--- src/wdt_pkg.sv ---
// shared constants and types of the low-power watchdog
package wdt_pkg;
	// control register field positions
	localparam int H_SRC_BIT = 7;
	localparam int STOP_FUNC_BIT = 6;
	localparam int READ_UPPER_LSB = 2;
	// counter stage geometry and reload value
	localparam int STAGE_WIDTH = 8;
	localparam logic [7:0] STAGE_RELOAD = 8'hff;
	// external clock divider feeding the upper stage when selected
	localparam int EXT_DIVIDE = 16;
	localparam int PRESC_WIDTH = 4;
	localparam logic [3:0] PRESC_LAST = 4'hf;
	localparam logic [3:0] PRESC_RESET = 4'h0;
	// reset values of control bits
	localparam logic H_SRC_RESET = 1'b0;
	localparam logic STOP_FUNC_RESET = 1'b0;
	localparam logic CPU_EXT_RESET = 1'b0;
	// power mode of the device as seen by the watchdog
	typedef enum logic {
		MODE_RUN,
		MODE_STOP
	} power_mode_t;
endpackage : wdt_pkg

--- src/wdt_stage.sv ---
// one down-counting stage of the watchdog with reload and underflow pulse
`timescale 1ns/10ps
module wdt_stage #(
	parameter int WIDTH = 8
) (
	input wire logic clk,
	input wire logic reset_n,
	input wire logic load,
	input wire logic dec,
	output logic [WIDTH-1:0] count,
	output logic underflow
);
	typedef struct packed {
		logic [WIDTH-1:0] count;
	} stage_state_t;

	stage_state_t st_reg;
	stage_state_t st_next;

	// -----------------------------------------------------------------
	// elaboration check
	// -----------------------------------------------------------------
	if (WIDTH < 3) begin : g_width_check
		$error("wdt_stage WIDTH must be at least 3");
	end

	// wrap from zero is the underflow; load overrides a pending tick
	assign underflow = dec && !load && (st_reg.count == '0); // RULE15

	// next count: reload to all ones, else decrement on the tick
	always_comb begin
		st_next = st_reg;
		if (load) begin
			st_next.count = '1; // RULE11
		end else if (dec) begin
			st_next.count = st_reg.count - 1'b1; // RULE15
		end
	end

	// reset leaves the stage at all ones
	always_ff @(posedge clk or negedge reset_n) begin
		if (!reset_n) begin
			st_reg <= '{count: '1};
		end else begin
			st_reg <= st_next;
		end
	end

	assign count = st_reg.count;
endmodule : wdt_stage

--- src/watchdog_timer_low_power.sv ---
// watchdog timer: two cascaded stages, stop-mode handling and clock source choice
`timescale 1ns/10ps
// Operation
// RULE1: counter keeps running in wait mode, so underflow reset stays possible.
// RULE2: software keeps writing the control register in wait mode to avoid underflow.
// RULE3: counter holds its value, without decrementing, while in stop mode.
// RULE4: counting resumes as soon as stop mode is left, during oscillator settling.
// RULE5: software reloads the counter by a write just before the stop instruction.
// RULE6: stop behaviour bit 6 takes exactly one write after reset; later writes ignored.
// RULE7: count source follows cpu clock selection; external clock when selected.
// RULE8: on-chip oscillator feeds the watchdog when it is the cpu clock.
// RULE9: after reset the cpu clock is the on-chip oscillator.
// RULE10: software switches to external clock only after supply and oscillation settle.
// RULE11: reset or any control write loads both stages with all ones.
// RULE12: upper stage underflow forces internal reset; idle until first control write.
// RULE13: bit 7 picks upper source: lower underflow or external clock by 16.
// RULE14: stop instruction enters stop mode if bit 6 is 0, else internal reset.
// RULE15: lower stage decrements per watchdog tick, pulsing underflow on wrap.
module watchdog_timer_low_power (
	input wire logic clk,
	input wire logic reset_n,
	input wire logic ctrlWrite,
	input wire logic [wdt_pkg::STAGE_WIDTH-1:0] ctrlWriteData,
	output logic [wdt_pkg::STAGE_WIDTH-1:0] ctrlReadData,
	input wire logic cpuModeWrite,
	input wire logic cpuModeClkExternal,
	output logic cpuClockExternal,
	input wire logic tickExternal,
	input wire logic tickOnChip,
	input wire logic stopInstruction,
	input wire logic stopRelease,
	output logic stopModeActive,
	output logic internalReset
);
	import wdt_pkg::*;

	typedef struct packed {
		logic started;
		logic hSrcSel;
		logic stopFunc;
		logic stopFuncLocked;
		power_mode_t mode;
		logic cpuExt;
		logic [PRESC_WIDTH-1:0] presc;
		logic resetPulse;
	} wdt_state_t;

	localparam wdt_state_t RESET_STATE = '{
		started: 1'b0,
		hSrcSel: H_SRC_RESET,
		stopFunc: STOP_FUNC_RESET,
		stopFuncLocked: 1'b0,
		mode: MODE_RUN,
		cpuExt: CPU_EXT_RESET,
		presc: PRESC_RESET,
		resetPulse: 1'b0
	};

	wdt_state_t st_reg;
	wdt_state_t st_next;
	logic [STAGE_WIDTH-1:0] lowerCount;
	logic [STAGE_WIDTH-1:0] upperCount;
	logic lowerUnderflow;
	logic upperUnderflow;
	logic stageLoad;
	logic running;
	logic wdtTick;
	logic extDiv16;
	logic upperDec;

	// -----------------------------------------------------------------
	// elaboration check
	// -----------------------------------------------------------------
	if (EXT_DIVIDE != (1 << PRESC_WIDTH)) begin : g_div_check
		$error("external divider must match prescaler width");
	end

	// -----------------------------------------------------------------
	// count source and stage chaining
	// -----------------------------------------------------------------
	// tick source tracks the cpu clock choice; wait mode gates nothing here
	assign wdtTick = st_reg.cpuExt ? tickExternal : tickOnChip; // RULE7 RULE8
	// held in stop mode and before the first control write, so wait mode still counts toward reset
	assign running = st_reg.started && (st_reg.mode == MODE_RUN); // RULE1 RULE3 RULE4
	// a self-reset reloads too, since the stages have no reset of their own from it
	assign stageLoad = ctrlWrite || st_reg.resetPulse; // RULE11
	// divide-by-16 is taken from the external clock regardless of cpu clock
	assign extDiv16 = tickExternal && (st_reg.presc == PRESC_LAST);
	assign upperDec = running && (st_reg.hSrcSel ? extDiv16 : lowerUnderflow); // RULE13

	wdt_stage #(
		.WIDTH(STAGE_WIDTH)
	) u_lower (
		.clk(clk),
		.reset_n(reset_n),
		.load(stageLoad),
		.dec(running && wdtTick), // RULE15
		.count(lowerCount),
		.underflow(lowerUnderflow)
	);

	wdt_stage #(
		.WIDTH(STAGE_WIDTH)
	) u_upper (
		.clk(clk),
		.reset_n(reset_n),
		.load(stageLoad),
		.dec(upperDec),
		.count(upperCount),
		.underflow(upperUnderflow)
	);

	// -----------------------------------------------------------------
	// control state
	// -----------------------------------------------------------------
	// internal reset returns every control bit to its reset value
	always_comb begin
		st_next = st_reg;
		st_next.resetPulse = 1'b0;
		if (st_reg.resetPulse) begin
			st_next = RESET_STATE; // RULE9 RULE12
		end else begin
			if (tickExternal) begin
				st_next.presc = st_reg.presc + 1'b1;
			end
			if (cpuModeWrite) begin
				st_next.cpuExt = cpuModeClkExternal;
			end
			if (ctrlWrite) begin
				st_next.started = 1'b1; // RULE12
				st_next.hSrcSel = ctrlWriteData[H_SRC_BIT]; // RULE13
				// only the first write after reset reaches the stop behaviour bit
				if (!st_reg.stopFuncLocked) begin
					st_next.stopFunc = ctrlWriteData[STOP_FUNC_BIT]; // RULE6
					st_next.stopFuncLocked = 1'b1; // RULE6
				end
			end
			unique case (st_reg.mode)
				MODE_RUN: begin
					if (stopInstruction && st_reg.stopFunc) begin
						st_next.resetPulse = 1'b1; // RULE14
					end else if (stopInstruction) begin
						st_next.mode = MODE_STOP; // RULE14
					end
				end
				MODE_STOP: begin
					if (stopRelease) begin
						st_next.mode = MODE_RUN; // RULE4
					end
				end
			endcase
			if (upperUnderflow) begin
				st_next.resetPulse = 1'b1; // RULE12
			end
		end
	end

	// single state register
	always_ff @(posedge clk or negedge reset_n) begin
		if (!reset_n) begin
			st_reg <= RESET_STATE;
		end else begin
			st_reg <= st_next;
		end
	end

	// -----------------------------------------------------------------
	// outputs
	// -----------------------------------------------------------------
	// read view: source bit, stop bit, then the top six bits of the upper stage
	assign ctrlReadData = {st_reg.hSrcSel, st_reg.stopFunc,
		upperCount[STAGE_WIDTH-1:READ_UPPER_LSB]};
	assign cpuClockExternal = st_reg.cpuExt;
	assign stopModeActive = (st_reg.mode == MODE_STOP);
	assign internalReset = st_reg.resetPulse;
endmodule : watchdog_timer_low_power

--- config.mk ---
export PLATFORM = sky130hd
export DESIGN_NAME = watchdog_timer_low_power
export DESIGN_NICKNAME = d
export VERILOG_FILES = /design/src/wdt_pkg.sv /design/src/wdt_stage.sv /design/src/watchdog_timer_low_power.sv
export SDC_FILE = /design/constraint.sdc
export NUM_CORES = 1
export LEC_CHECK = 0
export ABC_AREA = 1
export BUFFER_PORTS_ARGS = -buffer_cell sky130_fd_sc_hd__buf_4
export CORE_ASPECT_RATIO = 1.1
export CORE_MARGIN = 3
export CORE_UTILIZATION = 55
export CTS_BUF_LIST = sky130_fd_sc_hd__clkbuf_2
export CTS_CLUSTER_SIZE = 25
export DETAILED_ROUTE_END_ITERATION = 10
export GPL_ROUTABILITY_DRIVEN = 0
export GPL_TIMING_DRIVEN = 0
export PLACE_DENSITY = 0.78
export SLEW_MARGIN = 20
export SYNTH_ARGS = -nofsm -noshare
export SYNTH_HDL_FRONTEND = slang
export SYNTH_SLANG_ARGS = --single-unit
--- constraint.sdc ---
create_clock -name clk -period 4.8 [get_ports clk]
set_clock_uncertainty 0.2 [all_clocks]
set_input_delay 0.24 -clock clk [delete_from_list [all_inputs] [get_ports clk]]
set_output_delay 0.24 -clock clk [all_outputs]
set_load 0.005 [all_outputs]
==> results of run 1 <==
## placed cells by master, fill, tap and decap left out
cell	n
nand2_1	34
buf_4	30
nand3_1	21
inv_1	20
dfstp_2	16
nor2_1	14
dfrtp_1	10
dlygate4sd3_1	9
o21ai_0	8
o21ai_1	7
a21oi_1	6
nand2_2	6
ha_1	5
nor3_1	4
nand4_1	3
o31ai_1	3
clkbuf_2	3
buf_2	2
inv_2	2
nand2_4	2
o211ai_1	2
o21ai_2	2
or2_2	2
a211oi_1	1
a21oi_2	1
a21oi_4	1
buf_12	1
nand3_2	1
nor2_2	1
nand3b_1	1
and3_1	1
a31oi_1	1
clkinv_1	1
## routing by layer
layer | vias to the layer above | share of wire (%) | GRT usage, %
li1 | 677 | - | -
met1 | 641 | 43 | 24.37
met2 | 24 | 53 | 39.27
met3 | 4 | 3.0 | 2.516
met4 | 0 | 1.2 | 9.492
met5 | - | 0 | 0
## cell families after synthesis
family | synth area share [%]
buffers and inverters | 11.71
adder cells (fa/ha/maj) | 4.065
AO/OA/AOI/OAI | 12.93
flip-flops | 43.58
AND/OR/NAND/NOR | 27.72
## worst reg2reg max path, stage by stage, from the launching register on
cell,delay (ns)
dfstp_2,0.59
inv_1,0.06
ha_1,0.19
nand2_1,0.06
nor2_1,0.04
nand3_1,0.09
nand2_2,0.08
nand2_4,0.09
nand2_4,0.07
buf_12,0.15
o21ai_1,0.12
## timing repair
action	CTS	global route
hold buffers	9	0
hold endpoints to repair	33	0
setup endpoints to repair	0	0
## worst min-delay path by stage
stage	from	to	slack, ns
floorplan	reset_n	cpuClockExternal	-0.26
global placement	reset_n	st_reg[4]	-0.04
detailed placement	reset_n	st_reg[4]	-0.03
CTS	reset_n	st_reg[4]	0.09
global route	reset_n	ctrlReadData[7]	0.09
finish	reset_n	ctrlReadData[7]	0.09
## power groups by stage
stage	Clock [mW]	Combinational, mW	Sequential, mW
after CTS	0.0855	0.409	0.382
final	0.0821	0.409	0.382
after global placement	0	0.382	0.380
after floorplan	0	0.282	0.370
after detailed placement	0	0.399	0.386
after global routing	0.0933	0.463	0.395
## per-stage QoR
stage / util (%) / total power, mW
after global placement: 66.97 / 0.7616
after floorplan: - / 0.6517
after detailed placement: 66.97 / 0.7845
after CTS: 71.17 / 0.8759
final: 71.17 / 0.8736
after global routing: 71.17 / 0.9512
## cell type report
class,count,area (sq um)
Buffer,12,97.59
Clock buffer,3,15.01
Clock inverter,1,3.754
Fill cell,222,747.0
Inverter,22,82.58
Multi-Input combinational cell,127,688.2
Sequential cell,26,670.6
Tap cell,31,38.79
Timing Repair Buffer,30,247.7
==> out/summary.md, run 1 <==
The remaining antenna violation count after routing came out at 0. CTS saw 26 sinks. The logs give 0 for the final-report setup violation count and 2.989 ns for the worst path setup slack after routing. The sequential group share of total power is 43.7%, and the total detailed-routing wirelength is 3.217 mm. By area the synthesized netlist is led by dfstp_2 27%, dfrtp_1 16%, nand2_1 8.3%.

The class of the worst hold path is in2async. Counting cells, the worst reg-to-reg path comes to 10. Cell class contributing the biggest share of worst-path delay: flip-flops. For this design, the slowest cell found on the critical path is dfstp_2.

The tools report the internal reg-to-reg setup slack as 2.99 ns. The path type of the worst setup path is reg2reg. Headroom to the max-slew limit came out at 78.05%.

The top-area cell type share of the netlist area was 27.32%. Ranked by instance count, the synthesized netlist is headed by 34 x nand2_1, 21 x nand3_1, 20 x inv_1. Max-cap violations in this run came to 0. The post-route netlist has 31.67% of its cells at a drive strength greater than 1. The most used flip-flop cell after synthesis is dfstp_2.

The critical path launch point type is a flop. The flow ran to the end, and the final reports show no timing, DRC or antenna violations. The horizontal die dimension works out to 56.44 um. For the filler-free cell count of the finished design, the log shows 252. The clock network burns 9.4% of the power.

The post-synthesis sequential element count is 26. Together, buffers and inverters on the worst path number 2. TritonCTS built the clock tree.

Summed over all nets, the half-perimeter wirelength after detailed placement is 2.268 mm. After floorplanning, the core was divided into 19 placement rows. During I/O placement, the number of pins put on the boundary was 28. In the synthesized netlist the async set-or-reset flop fraction comes to 100.0%.

Following the worst setup path forward leads to its endpoint at u_upper.count[5]. From bottom edge to top edge, the die measures 61.48 um. The most used standard cell by instance count after synthesis was nand2_1.

The initial antenna violation count was 0. For the CTS H-tree depth, the log shows 1. The maximum cell stage delay along the critical path was 0.59 ns; the sequential fraction of the synthesis area was 43.58%.

Slew at the pin closest to its max-slew limit: 0.3292 ns. For the worst setup path, the data required time is 4.89 ns. The core region is 2591 sq um.

On the final layout, the worst hold slack is 0.09288 ns. When the netlist entered floorplanning its net count stood at 209. Across every metal layer, demand over resource in global routing totals 20.97%.

The number of different library cells in the post-synthesis netlist is 30, and the final standard cell area without fillers is 1844 sq um. Power spread over the standard cell area amounts to 473.7 nW/um^2. In this run the worst setup path begins at u_lower.count[0]. The logs give 3 for the clock buffer count from CTS and 1.91 ns for the worst path arrival time. The count of buffers added on input and output ports is 21. After the last flow step, the layout net total stands at 244. The switching fraction of total power is 39.44%, and the number of DRC markers in iteration 0 is 31. The floorplan step defined a die boundary enclosing 3470 sq um.

Yosys mapped a number of flops with a built-in enable equal to 0. For this run, design rule violations remaining after detail routing come to 0. Timing analysis after detailed placement gives a worst setup slack of 3.045 ns.

Once the floorplan was initialized, standard cells occupied 59.39% of the core. The cell area after synthesis is 1539 sq um, and the clock edge transition at the registers on the reported setup and hold paths is 0.24 ns. For the part of the power in combinational logic, the log shows 46.9%. The cell count after synthesis came out at 187. Antenna diode count: 0. The number of failing hold endpoints at the final stage is 0, and the cell-internal power is 0.5291 mW. The worst setup path is captured at a flop. Counting I/O delays and the setup requirement, the final critical path takes 1.811 ns.

The worst path uses 37.72% of the clock period. After detailed routing, the number of vias per cell comes to 5.341. The largest net degree at the start of global routing was 27; the max-slew violation count was 0. The signed area change from the synthesized netlist to the final layout works out to 19.84%. Counting stages on the worst path, the most repeated cell is nand2_4. The cell type contributing the most total cell area after synthesis was dfstp_2. The tools report the maximum buffer depth of the clock tree as 2. The cell sitting at the root of the clock tree is a clkbuf_2. Along the worst path, the maximum fanout reaches 10. The run gives 239 as the number of placed cells counting well taps. The path length in cells of the critical path works out to 10. The mean routed wirelength per cell was 12.77 um; the final total negative setup slack was 0 ns.

The critical register-to-register path startpoint was u_lower.count[0]. The first global-routing pass estimated 5.671 mm of wire. The via count of the first global-routing pass was 1323; the clock insertion delay at the later pin of the skew report was 0.34 ns. Setup repair after global routing left no endpoint under its margin. The static leakage is 0.8997 nW, and the number of gates given a new drive strength after cts is 0. Derived from the worst setup path, the maximum achievable clock frequency is 552.3 MHz.

Summing all placed instances gives a cell area of 1735 sq um. Walking the worst path, the cells encountered are inv_1 -> ha_1 -> nand2_1 -> nor2_1 -> nand3_1 -> nand2_2 -> nand2_4 -> nand2_4 -> buf_12 -> o21ai_1. Across the VDD grid, the largest voltage drop is 0.3751 mV. The detailed-router iteration count before antenna repair was 4; the number of setup buffers added after CTS was 0.

Summing over every cut layer, the via total after detailed routing is 1346. During synthesis, Yosys emitted a total of 0 warnings. The mean cell area of the mapped netlist is 8.230 sq um, and the remaining global-route overflow is 0. In this run the critical register-to-register path is captured at u_upper.count[5]. The reported net switching power is 0.3445 mW.
(Power assumes the default switching activity.)
==> run 2, diff against run 1 <==
Clock period 4.8 ns to 1.8 ns, I/O delays scaled along.
==> out/summary.md, run 2 (synthesis gave the netlist of run 1 again) <==
The final-report setup violation count came out at 0 (unchanged). The cell with the biggest individual delay on the critical path was dlygate4sd3_1. The logs give 2591 sq um (unchanged) for the area of the core and 0 ns (unchanged) for the final total negative setup slack. Slew at the pin closest to its max-slew limit: 0.5100 ns (+0.1808 ns). The remaining global-route overflow was 0 (unchanged); the clock buffer count from CTS was 3 (unchanged). The part of the power in the clock network came out at 8.7% (-0.7 points).

The standard cell area after detailed placement was 1735 sq um (unchanged); the wire length of the first global-routing pass was 5.858 mm (+3.3%). The maximum cell stage delay along the critical path works out to 0.59 ns (about the same). The final standard cell area without fillers is 1998 sq um (+8.3%). The run gives 1.92 ns (-2.97 ns) as the required time of the critical path. The worst setup path is of the reg2reg kind. TritonCTS built the clock tree.

The worst slew slack as a fraction of its limit was 65.89% (-12 points). Commonest non-fill, non-tap cell in the layout: buf_4. The run gives 572.5 MHz (+3.7%) as the maximum clock frequency. In this run the clock root is driven by a clkbuf_2. The switching fraction of total power is 39.55% (+0.11 points), and the total power draw is 2.552 mW (+190%).

The detailed-router iteration count before antenna repair is 4 (unchanged). The CTS H-tree depth is 1 (unchanged), and the starting utilization of the core area is 59.39% (unchanged). The number of placed cells counting well taps is 239 (unchanged), and the biggest fanout along the worst timing path is 9 (-1). The area growth from synthesis to layout is 29.84%. The logs give 40.1% (-3.6 points) for the sequential group share of total power and 0 (unchanged) for the count of max-cap constraint violations. The fraction of layout instances using a drive strength above 1 works out to 38.36% (+6.7 points). STA classifies the critical path startpoint as a flop. The reported net switching power was 1.009 mW (+190%). Class of the worst hold path: in2async. The ratio of final minimum period to clock period is 97.04% (+59 points), and the worst path setup slack after routing is 0.05333 ns (-2.936 ns). The die boundary height was 61.48 um (unchanged); the count of boundary I/O pins was 28 (unchanged). The run gives 2.268 mm (unchanged) as the HPWL after detailed placement.

For the total number of clock tree sinks, the log shows 26 (unchanged). The worst path arrival time was 1.86 ns (-0.05 ns). The mean routed wirelength per cell is 13.68 um (+7.2%), and the net count reported at finish is 255 (+4.5%). Clock edge transition at the registers on the reported setup and hold paths: 0.25 ns (about the same). The number of failing hold endpoints at the final stage was 0 (unchanged); the total number of placement rows was 19 (unchanged). The average via count per standard cell works out to 5.475 (+2.5%).

The run gives 51.2% (+4.3 points) as the part of the power in combinational logic. The library cells used most frequently in the layout, excluding fill and tap cells, are 38 x buf_4, 31 x nand2_1, 20 x nand3_1. The worst hold-check slack is 0.1130 ns (+0.02012 ns), and the filler-free cell count of the finished design is 263 (+4.4%). The maximum vdd drop was 1.044 mV (+180%); the post-detailed-route DRC marker count was 0 (unchanged). Static leakage: 0.9626 nW (+7.0%). Cell class contributing the biggest share of worst-path delay: buffers and inverters. The tools report the fraction of the core area covered by cells at the end of the flow as 77.11% (+5.9 points). The final period demand of the worst path works out to 1.747 ns (-0.06393 ns).

The global routing usage summed across all routing layers is 21.79% (+0.82 points), and the cell-internal power is 1.543 mW (+190%). The horizontal die dimension is 56.44 um (unchanged), and the maximum buffer depth of the clock tree is 2 (unchanged). For the via count of the first global-routing pass, the log shows 1360 (+2.8%).

For the largest net degree at the start of global routing, the log shows 18 (-33%). The number of buffer and inverter stages on the critical path was 2 (unchanged). The worst setup path is captured at a flop.

Setup repair after global routing left no endpoint under its margin. The overall die area came out at 3470 sq um (unchanged). The initial antenna violation count is 0 (unchanged). Traced cell by cell, the critical path runs through buf_2 -> a211oi_1 -> dlygate4sd3_1. The count of input and output buffers is 21 (unchanged).

The max-slew violation count came out at 0 (unchanged). The tools report the worst-case setup slack after placement as 0.04522 ns (-3.000 ns). The tools report the number of DRC markers in iteration 0 as 34 (+9.7%).

For the remaining antenna violation count after routing, the log shows 0 (unchanged). The total detailed-routing wirelength was 3.598 mm (+12%); the antenna diode count was 0 (unchanged). The flow ran to the end, and the final reports show no timing, DRC or antenna violations.

The via count came out at 1440 (+7.0%). The areal power density over the cells was 1277 nW/um^2 (+170%); the clock insertion delay at the later pin of the skew report was 0.35 ns (about the same).
==> run 2: cell types whose count changed in the layout (fill, tap and decap cells not counted), sizes merged <==
cell / change
buf: +7
clkbuf: +1
dlygate4sd3: +3
==> run 2: final timing paths <==
| kind | slack [ns] | depth (start not counted) | from | to |
|---|---|---|---|---|
| min in group clk | 0.26 | 3 | cpuModeWrite | cpuClockExternal |
| max | 0.05 | 3 | internalReset | stopModeActive |
| min reg2reg | 0.31 | 2 | u_upper.count[0] | u_upper.count[0] |
| min | 0.11 | 2 | reset_n | u_upper.count[6] |
| max reg2reg | 0.05 | 3 | internalReset | stopModeActive |
| max in group asynchronous | 0.34 | 3 | reset_n | ctrlReadData[7] |
==> run 2: worst reg2reg max path: stages (launching register included) <==
cell and delay [ns]:
dfrtp_1 0.44, buf_2 0.19, a211oi_1 0.30, dlygate4sd3_1 0.59
==> run 2: layout make-up <==
type,instances,area [sq um]
buffer,12,100.1
clock inverter,1,3.754
timing repair buffer,41,355.3
sequential,26,670.6
multi-input combinational,127,732.0
fill,176,593.1
inverter,22,82.58
tap,31,38.79
clock buffer,3,15.01
==> run 2: power by group through the flow <==
stage | logic, mW | registers, mW | clock network (mW)
2_1_floorplan | 0.752 | 0.986 | 0
3_3_place_gp | 1.02 | 1.01 | 0
3_5_place_dp | 1.06 | 1.03 | 0
4_1_cts | 1.11 | 1.02 | 0.228
5_1_grt | 1.45 | 1.06 | 0.252
6_report | 1.31 | 1.02 | 0.221
==> run 2: layer usage <==
metal | vias to the layer above | GRT usage (%) | routed length (um)
met5 | - | 0 | 0
met4 | 0 | 11.19 | 85
met3 | 10 | 2.935 | 177
met2 | 49 | 39.77 | 1857
met1 | 680 | 25.43 | 1479
li1 | 701 | - | -
==> run 2: what timing repair did <==
action | 4_1_cts | 5_1_grt
endpoints found under the setup margin | 1 | 10
gates cloned | 0 | 1
buffers inserted | 1 | 6
pin swaps | 0 | 2
endpoints found under the hold margin | 37 | 0
gates resized for setup | 0 | 16
hold buffers | 12 | 0
